`config.mk`:
```
export PLATFORM = sky130hd
export DESIGN_NAME = motion_monitor_registers
export DESIGN_NICKNAME = d
export VERILOG_FILES = /design/src/motion_monitor_pkg.sv /design/src/capture_if.sv /design/src/advance_capture.sv /design/src/motion_monitor_registers.sv
export VERILOG_INCLUDE_DIRS = /design/src /design/src/src
export SDC_FILE = /design/constraint.sdc
export NUM_CORES = 1
export LEC_CHECK = 0
export ABC_AREA = 1
export BUFFER_PORTS_ARGS = -buffer_cell sky130_fd_sc_hd__clkbuf_2
export CAP_MARGIN = 15
export CORE_ASPECT_RATIO = 0.9
export CORE_UTILIZATION = 59
export CTS_CLUSTER_SIZE = 12
export DETAILED_ROUTE_END_ITERATION = 10
export PLACE_DENSITY = 0.88
export SLEW_MARGIN = 20
export SYNTH_ARGS = -nofsm -noshare
export SYNTH_HDL_FRONTEND = slang
export SYNTH_HIERARCHICAL = 1
export SYNTH_SLANG_ARGS = --single-unit
```
`constraint.sdc`:
```
create_clock -name core_clk -period 5.5 [get_ports core_clk]
set_clock_uncertainty 0.15 [all_clocks]
set_input_delay 0.55 -clock core_clk [delete_from_list [all_inputs] [get_ports core_clk]]
set_output_delay 0.55 -clock core_clk [all_outputs]
set_load 0.05 [all_outputs]
```
`src/motion_monitor_params.svh`:
```
// Constants for the motion monitor register bank
// Function
// RULE1: Report present command speed in hertz at the first monitor address.
// RULE2: Report feedback position, on the wrap coordinate when wrapping is on.
// RULE3: Report feedback speed twice, once in r/min and once in hertz.
// RULE4: Report remaining drive-complete delay or dwell time in milliseconds.
// RULE5: Pack direct, extended, differential, virtual pin states in one word.
// RULE6: Report torque as a ratio of the maximum holding torque.
// RULE7: Accumulate load in internal units, both directions adding magnitude.
// RULE8: Positioning, inching, fast and offset homing show the destination.
// RULE9: Continuous, macro, jog and push homing moves show the start point.
// RULE10: Show successor entry number of running entry, kept after completion.
// RULE11: Successor number reads -1 for no link or a stop successor.
// RULE12: Report loop start entry, or -1 when no loop runs.
// RULE13: Report loop iteration count, or 0 outside a running loop.
// RULE14: Advance event captures the command position into a latch monitor.
// RULE15: The same advance event captures the feedback position too.
// RULE16: A further advance event overwrites the held positions.
// RULE17: Clearing the capture makes both capture monitors read zero; a same-cycle advance event wins and its capture is kept.
// RULE18: Each value is two 16-bit words, upper at even address.
`ifndef MOTION_MONITOR_PARAMS_SVH
`define MOTION_MONITOR_PARAMS_SVH

// Upper-word register addresses
`define ADDR_CMD_SPEED_HZ 16'h00CA
`define ADDR_FB_POSITION 16'h00CC
`define ADDR_FB_SPEED_RPM 16'h00CE
`define ADDR_FB_SPEED_HZ 16'h00D0
`define ADDR_DWELL_MS 16'h00D2
`define ADDR_PIN_STATE 16'h00D4
`define ADDR_TORQUE 16'h00D6
`define ADDR_LOAD 16'h00DA
`define ADDR_DESTINATION 16'h00DE
`define ADDR_SUCCESSOR 16'h00E0
`define ADDR_LOOP_START 16'h00E2
`define ADDR_LOOP_ITER 16'h00E4
`define ADDR_CAP_CMD 16'h00E6
`define ADDR_CAP_FB 16'h00E8

// Reset, idle and saturation values
`define WORD_ZERO 32'h0000_0000
`define ENTRY_NONE 32'hFFFF_FFFF
`define LOAD_FULL 32'hFFFF_FFFF
`define HALF_ZERO 16'h0000

// Entry link encodings
`define LINK_NONE 2'h0
`define NEXT_FIELD_STOP 16'hFFFF

// Pin state field positions
`define PIN_DIRECT_IN_LSB 0
`define PIN_DIRECT_OUT_LSB 10
`define PIN_EXT_IN_LSB 16
`define PIN_DIFF_OUT_LSB 20
`define PIN_VIRT_IN_LSB 22

`endif

```
`src/motion_monitor_pkg.sv`:
```
// Types shared by the motion monitor register bank
package motion_monitor_pkg;

   typedef logic [31:0] word_t;

   // Operation kinds reported by the motion core at each entry start
   typedef enum logic [3:0] {
      OP_POS_SD = 4'h0,
      OP_INCHING = 4'h1,
      OP_HS_HOME = 4'h2,
      OP_HOME_OFFSET = 4'h3,
      OP_CONT_SD = 4'h4,
      OP_CONT_MACRO = 4'h5,
      OP_JOG_MACRO = 4'h6,
      OP_HOME_PUSH = 4'h7,
      OP_OTHER = 4'h8
   } op_kind_t;

   // Run tracking states
   typedef enum logic [1:0] {
      RUN_IDLE = 2'b01,
      RUN_ACTIVE = 2'b10
   } run_state_t;

   // Moves whose target monitor shows the destination
   function automatic logic shows_destination(op_kind_t k);
      return (k == OP_POS_SD) || (k == OP_INCHING) ||
             (k == OP_HS_HOME) || (k == OP_HOME_OFFSET);
   endfunction : shows_destination

   // Moves whose target monitor shows the start position
   function automatic logic shows_start(op_kind_t k);
      return (k == OP_CONT_SD) || (k == OP_CONT_MACRO) ||
             (k == OP_JOG_MACRO) || (k == OP_HOME_PUSH);
   endfunction : shows_start

endpackage : motion_monitor_pkg

```
`src/capture_if.sv`:
```
// Signals between the monitor bank and its advance-event latch
`timescale 1ns/100ps
`default_nettype none
interface capture_if;
   import motion_monitor_pkg::*;
   logic adv_pulse;
   logic clear_pulse;
   word_t cmd_pos;
   word_t fb_pos;
   word_t held_cmd;
   word_t held_fb;
   logic held_valid;

   modport owner (output adv_pulse, clear_pulse, cmd_pos, fb_pos,
      input held_cmd, held_fb, held_valid);
   modport latch (input adv_pulse, clear_pulse, cmd_pos, fb_pos,
      output held_cmd, held_fb, held_valid);
endinterface : capture_if
`default_nettype wire

```
`src/advance_capture.sv`:
```
// Latch of command and feedback position on the advance event
`timescale 1ns/100ps
`default_nettype none
`include "motion_monitor_params.svh"
module advance_capture (
   // Clock and reset
   input wire logic core_clk,
   input wire logic sys_rst,
   // Capture signals
   capture_if.latch cap
);
   import motion_monitor_pkg::*;

   // Event beats clear so a capture in the clearing cycle is kept
   always_ff @(posedge core_clk) begin
      if (sys_rst) begin
         cap.held_cmd <= `WORD_ZERO;
         cap.held_fb <= `WORD_ZERO;
         cap.held_valid <= 1'b0;
      end else if (cap.adv_pulse) begin
         cap.held_cmd <= cap.cmd_pos; // RULE14 RULE16
         cap.held_fb <= cap.fb_pos; // RULE15 RULE16
         cap.held_valid <= 1'b1;
      end else if (cap.clear_pulse) begin
         cap.held_cmd <= `WORD_ZERO; // RULE17
         cap.held_fb <= `WORD_ZERO; // RULE17
         cap.held_valid <= 1'b0;
      end
   end
endmodule : advance_capture
`default_nettype wire

```
`src/motion_monitor_registers.sv`:
```
// Read-only motion monitor register bank with 16-bit word read port
`timescale 1ns/100ps
`default_nettype none
`include "motion_monitor_params.svh"
module motion_monitor_registers (
   // Clock and reset
   input wire logic core_clk,
   input wire logic sys_rst,
   // Register read port, 16-bit word addresses
   input wire logic rd_en,
   input wire logic [15:0] rd_addr,
   output logic [15:0] rd_data,
   output logic rd_valid,
   output logic rd_err,
   // Speeds, positions and timers from the motion core
   input wire motion_monitor_pkg::word_t cmd_speed_hz,
   input wire motion_monitor_pkg::word_t cmd_position,
   input wire motion_monitor_pkg::word_t fb_position,
   input wire logic wrap_en,
   input wire motion_monitor_pkg::word_t wrap_len,
   input wire motion_monitor_pkg::word_t fb_speed_rpm,
   input wire motion_monitor_pkg::word_t fb_speed_hz,
   input wire motion_monitor_pkg::word_t dwell_left_ms,
   input wire motion_monitor_pkg::word_t torque_ratio_in,
   // Load samples, signed per direction
   input wire logic load_valid,
   input wire logic signed [15:0] load_sample,
   // Pin states
   input wire logic [9:0] direct_in,
   input wire logic [5:0] direct_out,
   input wire logic [3:0] ext_in,
   input wire logic [1:0] diff_out,
   input wire logic [3:0] virt_in,
   // Operation sequencing
   input wire logic op_start,
   input wire motion_monitor_pkg::op_kind_t op_kind,
   input wire motion_monitor_pkg::word_t op_destination,
   input wire logic [1:0] entry_link_mode,
   input wire logic [15:0] entry_next_no,
   input wire logic op_done,
   // Loop sequencing
   input wire logic loop_begin,
   input wire logic [15:0] loop_origin_no,
   input wire logic loop_pass,
   input wire logic loop_stop,
   // Advance event capture
   input wire logic advance_event,
   input wire logic capture_clear,
   // Run status
   output logic op_running
);
   import motion_monitor_pkg::*;

   run_state_t run_r;
   word_t cmd_speed_r;
   word_t fb_report_r;
   word_t rpm_r;
   word_t fb_hz_r;
   word_t dwell_r;
   word_t pins_r;
   word_t torque_r;
   word_t load_acc_r;
   word_t target_r;
   word_t next_no_r;
   word_t loop_origin_r;
   word_t loop_count_r;
   word_t wrap_pos_r;
   word_t wrap_pos_nxt;
   word_t fb_prev_r;
   word_t lo_hold_r;
   logic [15:0] lo_hold_addr_r;
   logic lo_hold_valid_r;
   logic signed [32:0] fb_delta;
   logic signed [32:0] wrap_sum;
   logic [32:0] load_sum;
   word_t sel_word;
   logic sel_hit;
   logic [15:0] upper_addr;
   logic rd_lower;

   capture_if cap ();

   // Magnitude of a signed load sample, direction ignored
   function automatic logic [15:0] magnitude(logic signed [15:0] v);
      return v[15] ? 16'(-v) : 16'(v);
   endfunction : magnitude

   // Half of a 32-bit monitor chosen by the word address parity
   function automatic logic [15:0] half_of(word_t w, logic lower);
      return lower ? w[15:0] : w[31:16];
   endfunction : half_of

   // Monitor values are sampled each cycle so reads see one stable copy
   always_ff @(posedge core_clk) begin
      if (sys_rst) begin
         cmd_speed_r <= `WORD_ZERO;
         rpm_r <= `WORD_ZERO;
         fb_hz_r <= `WORD_ZERO;
         dwell_r <= `WORD_ZERO;
         torque_r <= `WORD_ZERO;
         pins_r <= `WORD_ZERO;
      end else begin
         cmd_speed_r <= cmd_speed_hz; // RULE1
         rpm_r <= fb_speed_rpm; // RULE3
         fb_hz_r <= fb_speed_hz; // RULE3
         dwell_r <= dwell_left_ms; // RULE4
         torque_r <= torque_ratio_in; // RULE6
         pins_r <= `WORD_ZERO;
         pins_r[`PIN_DIRECT_IN_LSB +: 10] <= direct_in; // RULE5
         pins_r[`PIN_DIRECT_OUT_LSB +: 6] <= direct_out; // RULE5
         pins_r[`PIN_EXT_IN_LSB +: 4] <= ext_in; // RULE5
         pins_r[`PIN_DIFF_OUT_LSB +: 2] <= diff_out; // RULE5
         pins_r[`PIN_VIRT_IN_LSB +: 4] <= virt_in; // RULE5
      end
   end

   // Wrap coordinate follows the raw count by its per-cycle movement;
   // a step is assumed smaller than one wrap length
   always_comb begin
      fb_delta = $signed({fb_position[31], fb_position}) -
                 $signed({fb_prev_r[31], fb_prev_r});
      wrap_sum = $signed({1'b0, wrap_pos_r}) + fb_delta;
      if (wrap_len == `WORD_ZERO) begin
         wrap_pos_nxt = `WORD_ZERO;
      end else if (wrap_sum < 0) begin
         wrap_pos_nxt = 32'(wrap_sum + $signed({1'b0, wrap_len}));
      end else if (wrap_sum >= $signed({1'b0, wrap_len})) begin
         wrap_pos_nxt = 32'(wrap_sum - $signed({1'b0, wrap_len}));
      end else begin
         wrap_pos_nxt = 32'(wrap_sum);
      end
   end

   // Feedback position report picks the wrapped or the raw count
   always_ff @(posedge core_clk) begin
      if (sys_rst) begin
         fb_prev_r <= `WORD_ZERO;
         wrap_pos_r <= `WORD_ZERO;
         fb_report_r <= `WORD_ZERO;
      end else begin
         fb_prev_r <= fb_position;
         wrap_pos_r <= wrap_pos_nxt;
         fb_report_r <= wrap_en ? wrap_pos_nxt : fb_position; // RULE2
      end
   end

   // Load total saturates instead of wrapping back to a small value
   always_comb begin
      load_sum = {1'b0, load_acc_r} + {17'h0_0000, magnitude(load_sample)};
   end

   always_ff @(posedge core_clk) begin
      if (sys_rst) begin
         load_acc_r <= `WORD_ZERO;
      end else if (load_valid) begin
         load_acc_r <= load_sum[32] ? `LOAD_FULL : load_sum[31:0]; // RULE7
      end
   end

   // Run tracking; a new entry start wins over a completion
   always_ff @(posedge core_clk) begin
      if (sys_rst) begin
         run_r <= RUN_IDLE;
      end else begin
         unique case (run_r)
            RUN_IDLE: begin
               if (op_start) begin
                  run_r <= RUN_ACTIVE;
               end
            end
            RUN_ACTIVE: begin
               if (op_done && !op_start) begin
                  run_r <= RUN_IDLE;
               end
            end
         endcase
      end
   end

   assign op_running = (run_r == RUN_ACTIVE);

   // Successor is fixed at each entry start, target only at starts of the eight listed move kinds; both then held
   always_ff @(posedge core_clk) begin
      if (sys_rst) begin
         target_r <= `WORD_ZERO;
         next_no_r <= `ENTRY_NONE;
      end else if (op_start) begin
         if (shows_destination(op_kind)) begin
            target_r <= op_destination; // RULE8
         end else if (shows_start(op_kind)) begin
            target_r <= cmd_position; // RULE9
         end
         if (entry_link_mode == `LINK_NONE ||
             entry_next_no == `NEXT_FIELD_STOP) begin
            next_no_r <= `ENTRY_NONE; // RULE11
         end else begin
            next_no_r <= {16'h0000, entry_next_no}; // RULE10
         end
      end
   end

   // Loop state; stop or end of operation returns the idle values
   always_ff @(posedge core_clk) begin
      if (sys_rst) begin
         loop_origin_r <= `ENTRY_NONE;
         loop_count_r <= `WORD_ZERO;
      end else if (loop_stop || (op_done && !op_start)) begin
         loop_origin_r <= `ENTRY_NONE; // RULE12
         loop_count_r <= `WORD_ZERO; // RULE13
      end else if (loop_begin) begin
         loop_origin_r <= {16'h0000, loop_origin_no}; // RULE12
         loop_count_r <= `WORD_ZERO;
      end else if (loop_pass && loop_origin_r != `ENTRY_NONE) begin
         loop_count_r <= loop_count_r + 32'h0000_0001; // RULE13
      end
   end

   // Capture latch sees the feedback value the host reads and the live command position
   assign cap.adv_pulse = advance_event;
   assign cap.clear_pulse = capture_clear;
   assign cap.cmd_pos = cmd_position;
   assign cap.fb_pos = fb_report_r;

   advance_capture capture_u (
      .core_clk(core_clk),
      .sys_rst(sys_rst),
      .cap(cap)
   );

   // Address decode on the upper word of each pair
   always_comb begin
      upper_addr = {rd_addr[15:1], 1'b0};
      rd_lower = rd_addr[0];
      sel_hit = 1'b1;
      unique case (upper_addr)
         `ADDR_CMD_SPEED_HZ: sel_word = cmd_speed_r;
         `ADDR_FB_POSITION: sel_word = fb_report_r;
         `ADDR_FB_SPEED_RPM: sel_word = rpm_r;
         `ADDR_FB_SPEED_HZ: sel_word = fb_hz_r;
         `ADDR_DWELL_MS: sel_word = dwell_r;
         `ADDR_PIN_STATE: sel_word = pins_r;
         `ADDR_TORQUE: sel_word = torque_r;
         `ADDR_LOAD: sel_word = load_acc_r;
         `ADDR_DESTINATION: sel_word = target_r;
         `ADDR_SUCCESSOR: sel_word = next_no_r;
         `ADDR_LOOP_START: sel_word = loop_origin_r;
         `ADDR_LOOP_ITER: sel_word = loop_count_r;
         `ADDR_CAP_CMD: sel_word = cap.held_cmd;
         `ADDR_CAP_FB: sel_word = cap.held_fb;
         default: begin
            sel_word = `WORD_ZERO;
            sel_hit = 1'b0;
         end
      endcase
   end

   // Upper read freezes the lower half so the pair stays coherent
   always_ff @(posedge core_clk) begin
      if (sys_rst) begin
         lo_hold_r <= `WORD_ZERO;
         lo_hold_addr_r <= `HALF_ZERO;
         lo_hold_valid_r <= 1'b0;
      end else if (rd_en && sel_hit) begin
         if (!rd_lower) begin
            lo_hold_r <= sel_word; // RULE18
            lo_hold_addr_r <= {upper_addr[15:1], 1'b1};
            lo_hold_valid_r <= 1'b1;
         end else begin
            lo_hold_valid_r <= 1'b0;
         end
      end
   end

   // Read answer one cycle after the request; unmapped reads give zero
   always_ff @(posedge core_clk) begin
      if (sys_rst) begin
         rd_data <= `HALF_ZERO;
         rd_valid <= 1'b0;
         rd_err <= 1'b0;
      end else begin
         rd_valid <= rd_en;
         rd_err <= rd_en && !sel_hit;
         if (rd_en) begin
            if (rd_lower && lo_hold_valid_r && rd_addr == lo_hold_addr_r) begin
               rd_data <= lo_hold_r[15:0]; // RULE18
            end else begin
               rd_data <= half_of(sel_word, rd_lower); // RULE18
            end
         end
      end
   end
endmodule : motion_monitor_registers
`default_nettype wire
```
==> results.cfg, run 1 <==
[die]
fp.dieW_um = 252.0
start_util_pct = 59.69
die_h_um = 227.0
ios = 415
rows = 82

[outcome]
outcome = aborted with a tool error
error = [ERROR GRT-0116] Global routing finished with congestion. Check the congestion regions in the DRC Viewer.
lastStage = global routing (5_1_grt)

[placement]
io_buffers = 412
post_dp_cell_area_mm2 = 0.03630
gp_routability_congestion = 1.017
dp_hpwl_um = 102800
post-place-ws_ps = 179.4

[global_routing]
grt.overflow.total = 1
grt_usage_pct = 52.27
grt_pass1_wl_um = 223300
first_global_vias = 38300
grt_start_max_net_pins = 187

[clocking]
htree_levels = 2
cts.path.max_buffers = 3
root_buffer = clkbuf_16
cts_buffers = 55

[synthesis]
syn-num-nets = 5852
avgSynthCellArea_um2 = 6.256
ys_warn_count = 6
netlist_area_mm2 = 0.03319
syn_inst = 5306
==> metal layers <==
layer,track usage [%],GRT overflow
met5,2.101,0
met2,72.81,1
met3,25.99,0
met1,61.56,0
met4,38.46,0
==> through the flow <==
stage                     utilization (%)  hold slack, ps  cells
after detailed placement            65.27           295.4   6397
after CTS                           71.36           2.298   6652
after global placement              65.26           290.1   6397
after floorplan                         -           277.3   5306
==> timing repair <==
action,4_1_cts
buffers inserted,0
endpoints found under the hold margin,168
gates resized for setup,0
hold buffers,168
==> inputs of run 2 (changes only) <==
--- a/config.mk
+++ b/config.mk
@@ -9,11 +9,9 @@
 export ABC_AREA = 1
 export BUFFER_PORTS_ARGS = -buffer_cell sky130_fd_sc_hd__clkbuf_2
 export CAP_MARGIN = 15
-export CORE_ASPECT_RATIO = 0.9
-export CORE_UTILIZATION = 59
-export CTS_CLUSTER_SIZE = 12
+export CORE_UTILIZATION = 40
 export DETAILED_ROUTE_END_ITERATION = 10
-export PLACE_DENSITY = 0.88
+export PLACE_DENSITY_LB_ADDON = 0.15
 export SLEW_MARGIN = 20
 export SYNTH_ARGS = -nofsm -noshare
 export SYNTH_HDL_FRONTEND = slang
==> results.cfg, run 2 <==
[outcome]
outcome = finished clean

[detailed_routing]
dr_total_vias = 35500
drtPass1Iterations = 8
routedWlPerCell_um = 19.39
finalWirelength_um = 135700
viasPerCell = 5.072
ant_nets = 0
drt_iter0_markers = 3043
post-route-drc-count = 0

[placement]
dp_hpwl_um = 107000
gp_routability_congestion = 0.9871
io_buffers = 412
post-place-ws_ps = 52.85

[sta]
rsz0062_at_grt = false
worst_slew_pin_slew_ps = 1032
max_clock_freq_mhz = 194.3
hold_slack_ps = 21.50
fin_crit_sh_pct = 93.58
finalSetupViolCount = 0
period_minus_slack_ps = 5147
max_slew_margin_pct = 31.22
slew_viol_final = 0
worst_slack_ps = 353.3
finalHoldViolCount = 0
setup_tns_ps = 0

[finish]
final_nets = 6422
drive_gt1_share_pct = 12.18
final_common_cell = nand2_1
area_delta_synth_final_pct = 22.26
multi_input_area_mm2 = 0.01811
regArea_mm2 = 0.01059
fill_cells = 8632
final_cell_mix = nand2_1, inv_1, nor2_1

[power_and_ir_drop]
ir_drop_mv = 0.6173
powerDensity_mw_per_mm2 = 626.2
total_power_mw = 25.41
switching_share_pct = 50.62
power.share.sequential_pct = 18.0
p_sw_mw = 12.86
internal-power_mw = 12.55
power_frac_comb_pct = 65.3
leakage_nw = 21.18
power.clock.fraction_pct = 16.7

[die]
ios = 415
coreArea_mm2 = 0.08211
fp.dieW_um = 290.1
start_util_pct = 40.43
rows = 105
die_h_um = 290.1
die-area_mm2 = 0.08414

[clocking]
root_buffer = clkbuf_16
insertion_delay_ps = 650
cts_tree = built
cts_buffers = 59
cts.path.max_buffers = 3
clk_pin_slew_worst_paths_ps = 60
htree_levels = 2
clkSinkCount = 529

[global_routing]
grt.overflow.total = 0
grt_start_max_net_pins = 145
antenna_found_initial = 3
first_global_vias = 33570
grt_usage_pct = 31.46
grt_pass1_wl_um = 202100

[synthesis]
syn_inst = 5306
ys_warn_count = 6
netlist_area_mm2 = 0.03319
syn-num-nets = 5852
avgSynthCellArea_um2 = 6.256

[worst_setup_path]
critPathArrivalTime_ps = 5540
worstPathMaxFanout = 7
required_ps = 5900
critPathKind = flip-flop to flip-flop
end_kind = flip-flop
cp-start-kind = flip-flop

[worst_hold_path]
hold_class = primary input to flip-flop

[job]
maxCapViolCount = 0
run 2: final timing paths:
| path | from | to | slack, ps | depth (start not counted) |
|---|---|---|---|---|
| max | wrap_pos_r[2] | cap.fb_pos[29] | 350 | 27 |
| min | loop_origin_no[13] | loop_origin_r[13] | 20 | 3 |
| max reg2reg | wrap_pos_r[2] | cap.fb_pos[29] | 350 | 27 |
| min reg2reg | lo_hold_addr_r[8] | lo_hold_addr_r[8] | 300 | 2 |
run 2: stage by stage:
stage	instance area (um2)	utilization, %	std cells
floorplan	33190	-	5306
global placement	36590	44.56	6697
detailed placement	36590	44.56	6697
CTS	40570	49.41	6996
global route	40580	49.42	6999
finish	40580	49.42	7000
run 2: repair_timing:
action	CTS	global route
resized for setup	0	0
setup buffers	0	0
endpoints found under the hold margin	188	0
hold buffers	188	0
run 2: power by group through the flow:
stage	clock (mW)	combinational [mW]	sequential, mW
final	4.25	16.6	4.57
after floorplan	0	10.4	4.46
after global routing	4.47	18.4	4.60
after global placement	0	16.4	4.65
after CTS	4.31	16.6	4.57
after detailed placement	0	16.4	4.65
run 2: area by class of cell:
| class | instances | share of cell area (%) |
|---|---|---|
| inverter | 911 | 8.426 |
| multi-input combinational | 3640 | 44.62 |
| antenna | 4 | 0.02466 |
| sequential | 529 | 26.10 |
| clock inverter | 22 | 0.7831 |
| tap | 1070 | 3.299 |
| timing repair buffer | 735 | 12.36 |
| clock buffer | 89 | 4.387 |
run 2: routing by layer:
metal  GRT usage [%]  routed length [um]  vias up
met2           51.99               62050     1292
met3           4.159                8615      280
met4           14.00                6402        0
met1           40.84               58640    16250
li1                -                   -    17680
met5               0                   0        -
run 2: worst max-delay path, stage by stage, from the launching register on:
cell and delay (ps):
dfxtp_1 310, inv_1 60, fa_1 500, inv_1 40, ha_1 410, nand2_1 120, nand3_1 240, nand2_1 80
nand2_1 190, nand2_1 80, nand2_1 130, xor2_1 230, buf_4 160, inv_1 50, ha_1 330, buf_4 170
inv_1 70, nand2_1 100, nor2_1 230, and2_1 240, nand2_1 80, nand3_1 190, nand2_1 170, nand2_1 100
nand2_1 50, nand3_1 100, nand4_1 200, a21oi_1 240
No activity file was read; power rests on OpenSTA's default activity.
==> inputs of run 3 (changes only) <==
--- a/config.mk
+++ b/config.mk
@@ -7,8 +7,11 @@
 export NUM_CORES = 1
 export LEC_CHECK = 0
 export ABC_AREA = 1
+export ABC_CLOCK_PERIOD_IN_PS = 6000
 export BUFFER_PORTS_ARGS = -buffer_cell sky130_fd_sc_hd__clkbuf_2
 export CAP_MARGIN = 15
+export CELL_PAD_IN_SITES_DETAIL_PLACEMENT = 0
+export CELL_PAD_IN_SITES_GLOBAL_PLACEMENT = 1
 export CORE_UTILIZATION = 40
 export DETAILED_ROUTE_END_ITERATION = 10
 export PLACE_DENSITY_LB_ADDON = 0.15
==> constraint.sdc (replaced) <==
create_clock -name core_clk -period 6 [get_ports core_clk]
set_clock_uncertainty 0.15 [all_clocks]
set_input_delay 0.6 -clock core_clk [delete_from_list [all_inputs] [get_ports core_clk]]
set_output_delay 0.6 -clock core_clk [all_outputs]
set_load 0.05 [all_outputs]
==> results.cfg, run 3 (same netlist as run 2, synthesis figures left out) <==
[power_and_ir_drop]
powerDensity_mw_per_mm2 = 569.6
total_power_mw = 22.49
leakage_nw = 20.59
ir_drop_mv = 0.7965

[clocking]
cts.path.max_buffers = 3
clkSinkCount = 529
root_buffer = clkbuf_16
htree_levels = 2
cts_tree = built
cts_buffers = 60
cts_resized = 0
clk_pin_slew_worst_paths_ps = 60
cts_setup_buffers = 0
insertion_delay_ps = 650

[worst_hold_path]
hold_depth = 3
worstHoldEndpoint = pins_r[16]
hold_class = primary input to flip-flop
holdCritStartpoint = ext_in[0]

[die]
fp.dieW_um = 290.1
die_h_um = 290.1
rows = 105
ios = 415
start_util_pct = 40.43
coreArea_mm2 = 0.08211
die-area_mm2 = 0.08414

[worst_setup_path]
max_stage_delay_ps = 620
critPathKind = primary input to flip-flop
critPathArrivalTime_ps = 5790
crit_top_cell = nand2_1
r2r_start = wrap_pos_r[0]
r2r_slack_ps = 710
end_kind = flip-flop
path_buf_inv = 7
critical-path-slowest-cell = dlygate4sd3_1
worstReg2RegEnd = cap.fb_pos[28]
required_ps = 6410
worstPathMaxFanout = 6
r2r_cells = 31
crit_family = simple AND/OR/NAND/NOR gates
cp-start-kind = primary input

[finish]
drive_gt1_share_pct = 11.19
area_delta_synth_final_pct = 18.94
final_common_cell = nand2_1
final_nets = 6295
final_cell_mix = nand2_1, inv_1, nor2_1

[detailed_routing]
finalWirelength_um = 136200
routedWlPerCell_um = 19.81
post-route-drc-count = 0
drtPass1Iterations = 6
drt_iter0_markers = 2819
ant_nets = 0
dr_total_vias = 34650
viasPerCell = 5.041

[placement]
io_buffers = 412
gp_routability_congestion = 0.9952
dp_hpwl_um = 108700

[sta]
finalSetupViolCount = 0
max_slew_margin_pct = 28.66
setup_tns_ps = 0
worst_slew_pin_slew_ps = 1068
max_clock_freq_mhz = 186.1
rsz0062_at_grt = false
fin_crit_sh_pct = 89.58
period_minus_slack_ps = 5375
slew_viol_final = 0
finalHoldViolCount = 0

[global_routing]
first_global_vias = 32780
grt.overflow.total = 0
grt_pass1_wl_um = 201800
grt_usage_pct = 31.56
antenna_found_initial = 6
grt_start_max_net_pins = 198

[outcome]
outcome = finished clean

[job]
maxCapViolCount = 0
-- run 3: cell types whose count changed in the layout (fill, tap and decap cells not counted), moves of 2 or more --
cell / change
dlygate4sd3_1: -50
clkbuf_1: -5
clkinvlp_4: +2
clkbuf_8: -6
buf_4: -77
clkinv_2: +8
-- run 3: how the worst max path moves through the flow --
stage | end | slack (ps) | cells after the start | startpoint
finish | cap.fb_pos[28] | 630 | 30 | fb_position[0]
global route | cap.fb_pos[7] | 190 | 29 | fb_position[0]
CTS | cap.fb_pos[7] | 680 | 29 | fb_position[0]
detailed placement | cap.fb_pos[7] | 340 | 28 | fb_position[2]
global placement | cap.fb_pos[7] | 420 | 28 | fb_position[2]
floorplan | cap.fb_pos[10] | 1670 | 30 | fb_position[3]
-- run 3: per-stage QoR --
step | hold WS [ps] | std cells | utilization, % | worst slack [ps] | area (um2)
floorplan | 277.3 | 5306 | - | 1666 | 33190
global placement | 288.8 | 6619 | 43.83 | 424.3 | 35990
detailed placement | 293.1 | 6619 | 43.83 | 336.4 | 35990
CTS | 0.8850 | 6869 | 48.07 | 684.9 | 39470
global route | 9.656 | 6873 | 48.08 | 194.0 | 39480
finish | 19.42 | 6874 | 48.08 | 625.2 | 39480
-- run 3: worst register-to-register path, delay by kind of cell (launching register included) --
family,cells,cell delay (ps)
adder cells (fa/ha/maj),4,1280
flip-flops,1,310
AO/OA/AOI/OAI,1,190
AND/OR/NAND/NOR,19,2480
buffers and inverters,7,800
-- run 3: layout make-up --
| class | count | area (um2) |
|---|---|---|
| Tap cell | 1070 | 1339 |
| Antenna cell | 5 | 12.51 |
| Multi-Input combinational cell | 3640 | 18110 |
| Clock buffer | 79 | 1704 |
| Clock inverter | 33 | 390.4 |
| Sequential cell | 529 | 10590 |
| Inverter | 911 | 3420 |
| Fill cell | 8845 | 42630 |
| Timing Repair Buffer | 607 | 3919 |
-- run 3: where the power goes --
part / switching, mW / internal, mW
combinational: 9.94 / 4.46
sequential: 0.276 / 3.91
clock: 1.60 / 2.31
-- run 3: layer usage --
layer | global-route usage, % | up-vias | wire [um]
li1 | - | 17440 | -
met1 | 40.49 | 16040 | 59050
met2 | 53.55 | 947 | 64070
met3 | 2.934 | 228 | 6427
met4 | 14.41 | 0 | 6605
met5 | 0 | - | 0
-- run 3: timing repair --
action | CTS | global route
hold endpoints to repair | 138 | 0
hold buffers | 138 | 0
setup endpoints to repair | 0 | 0
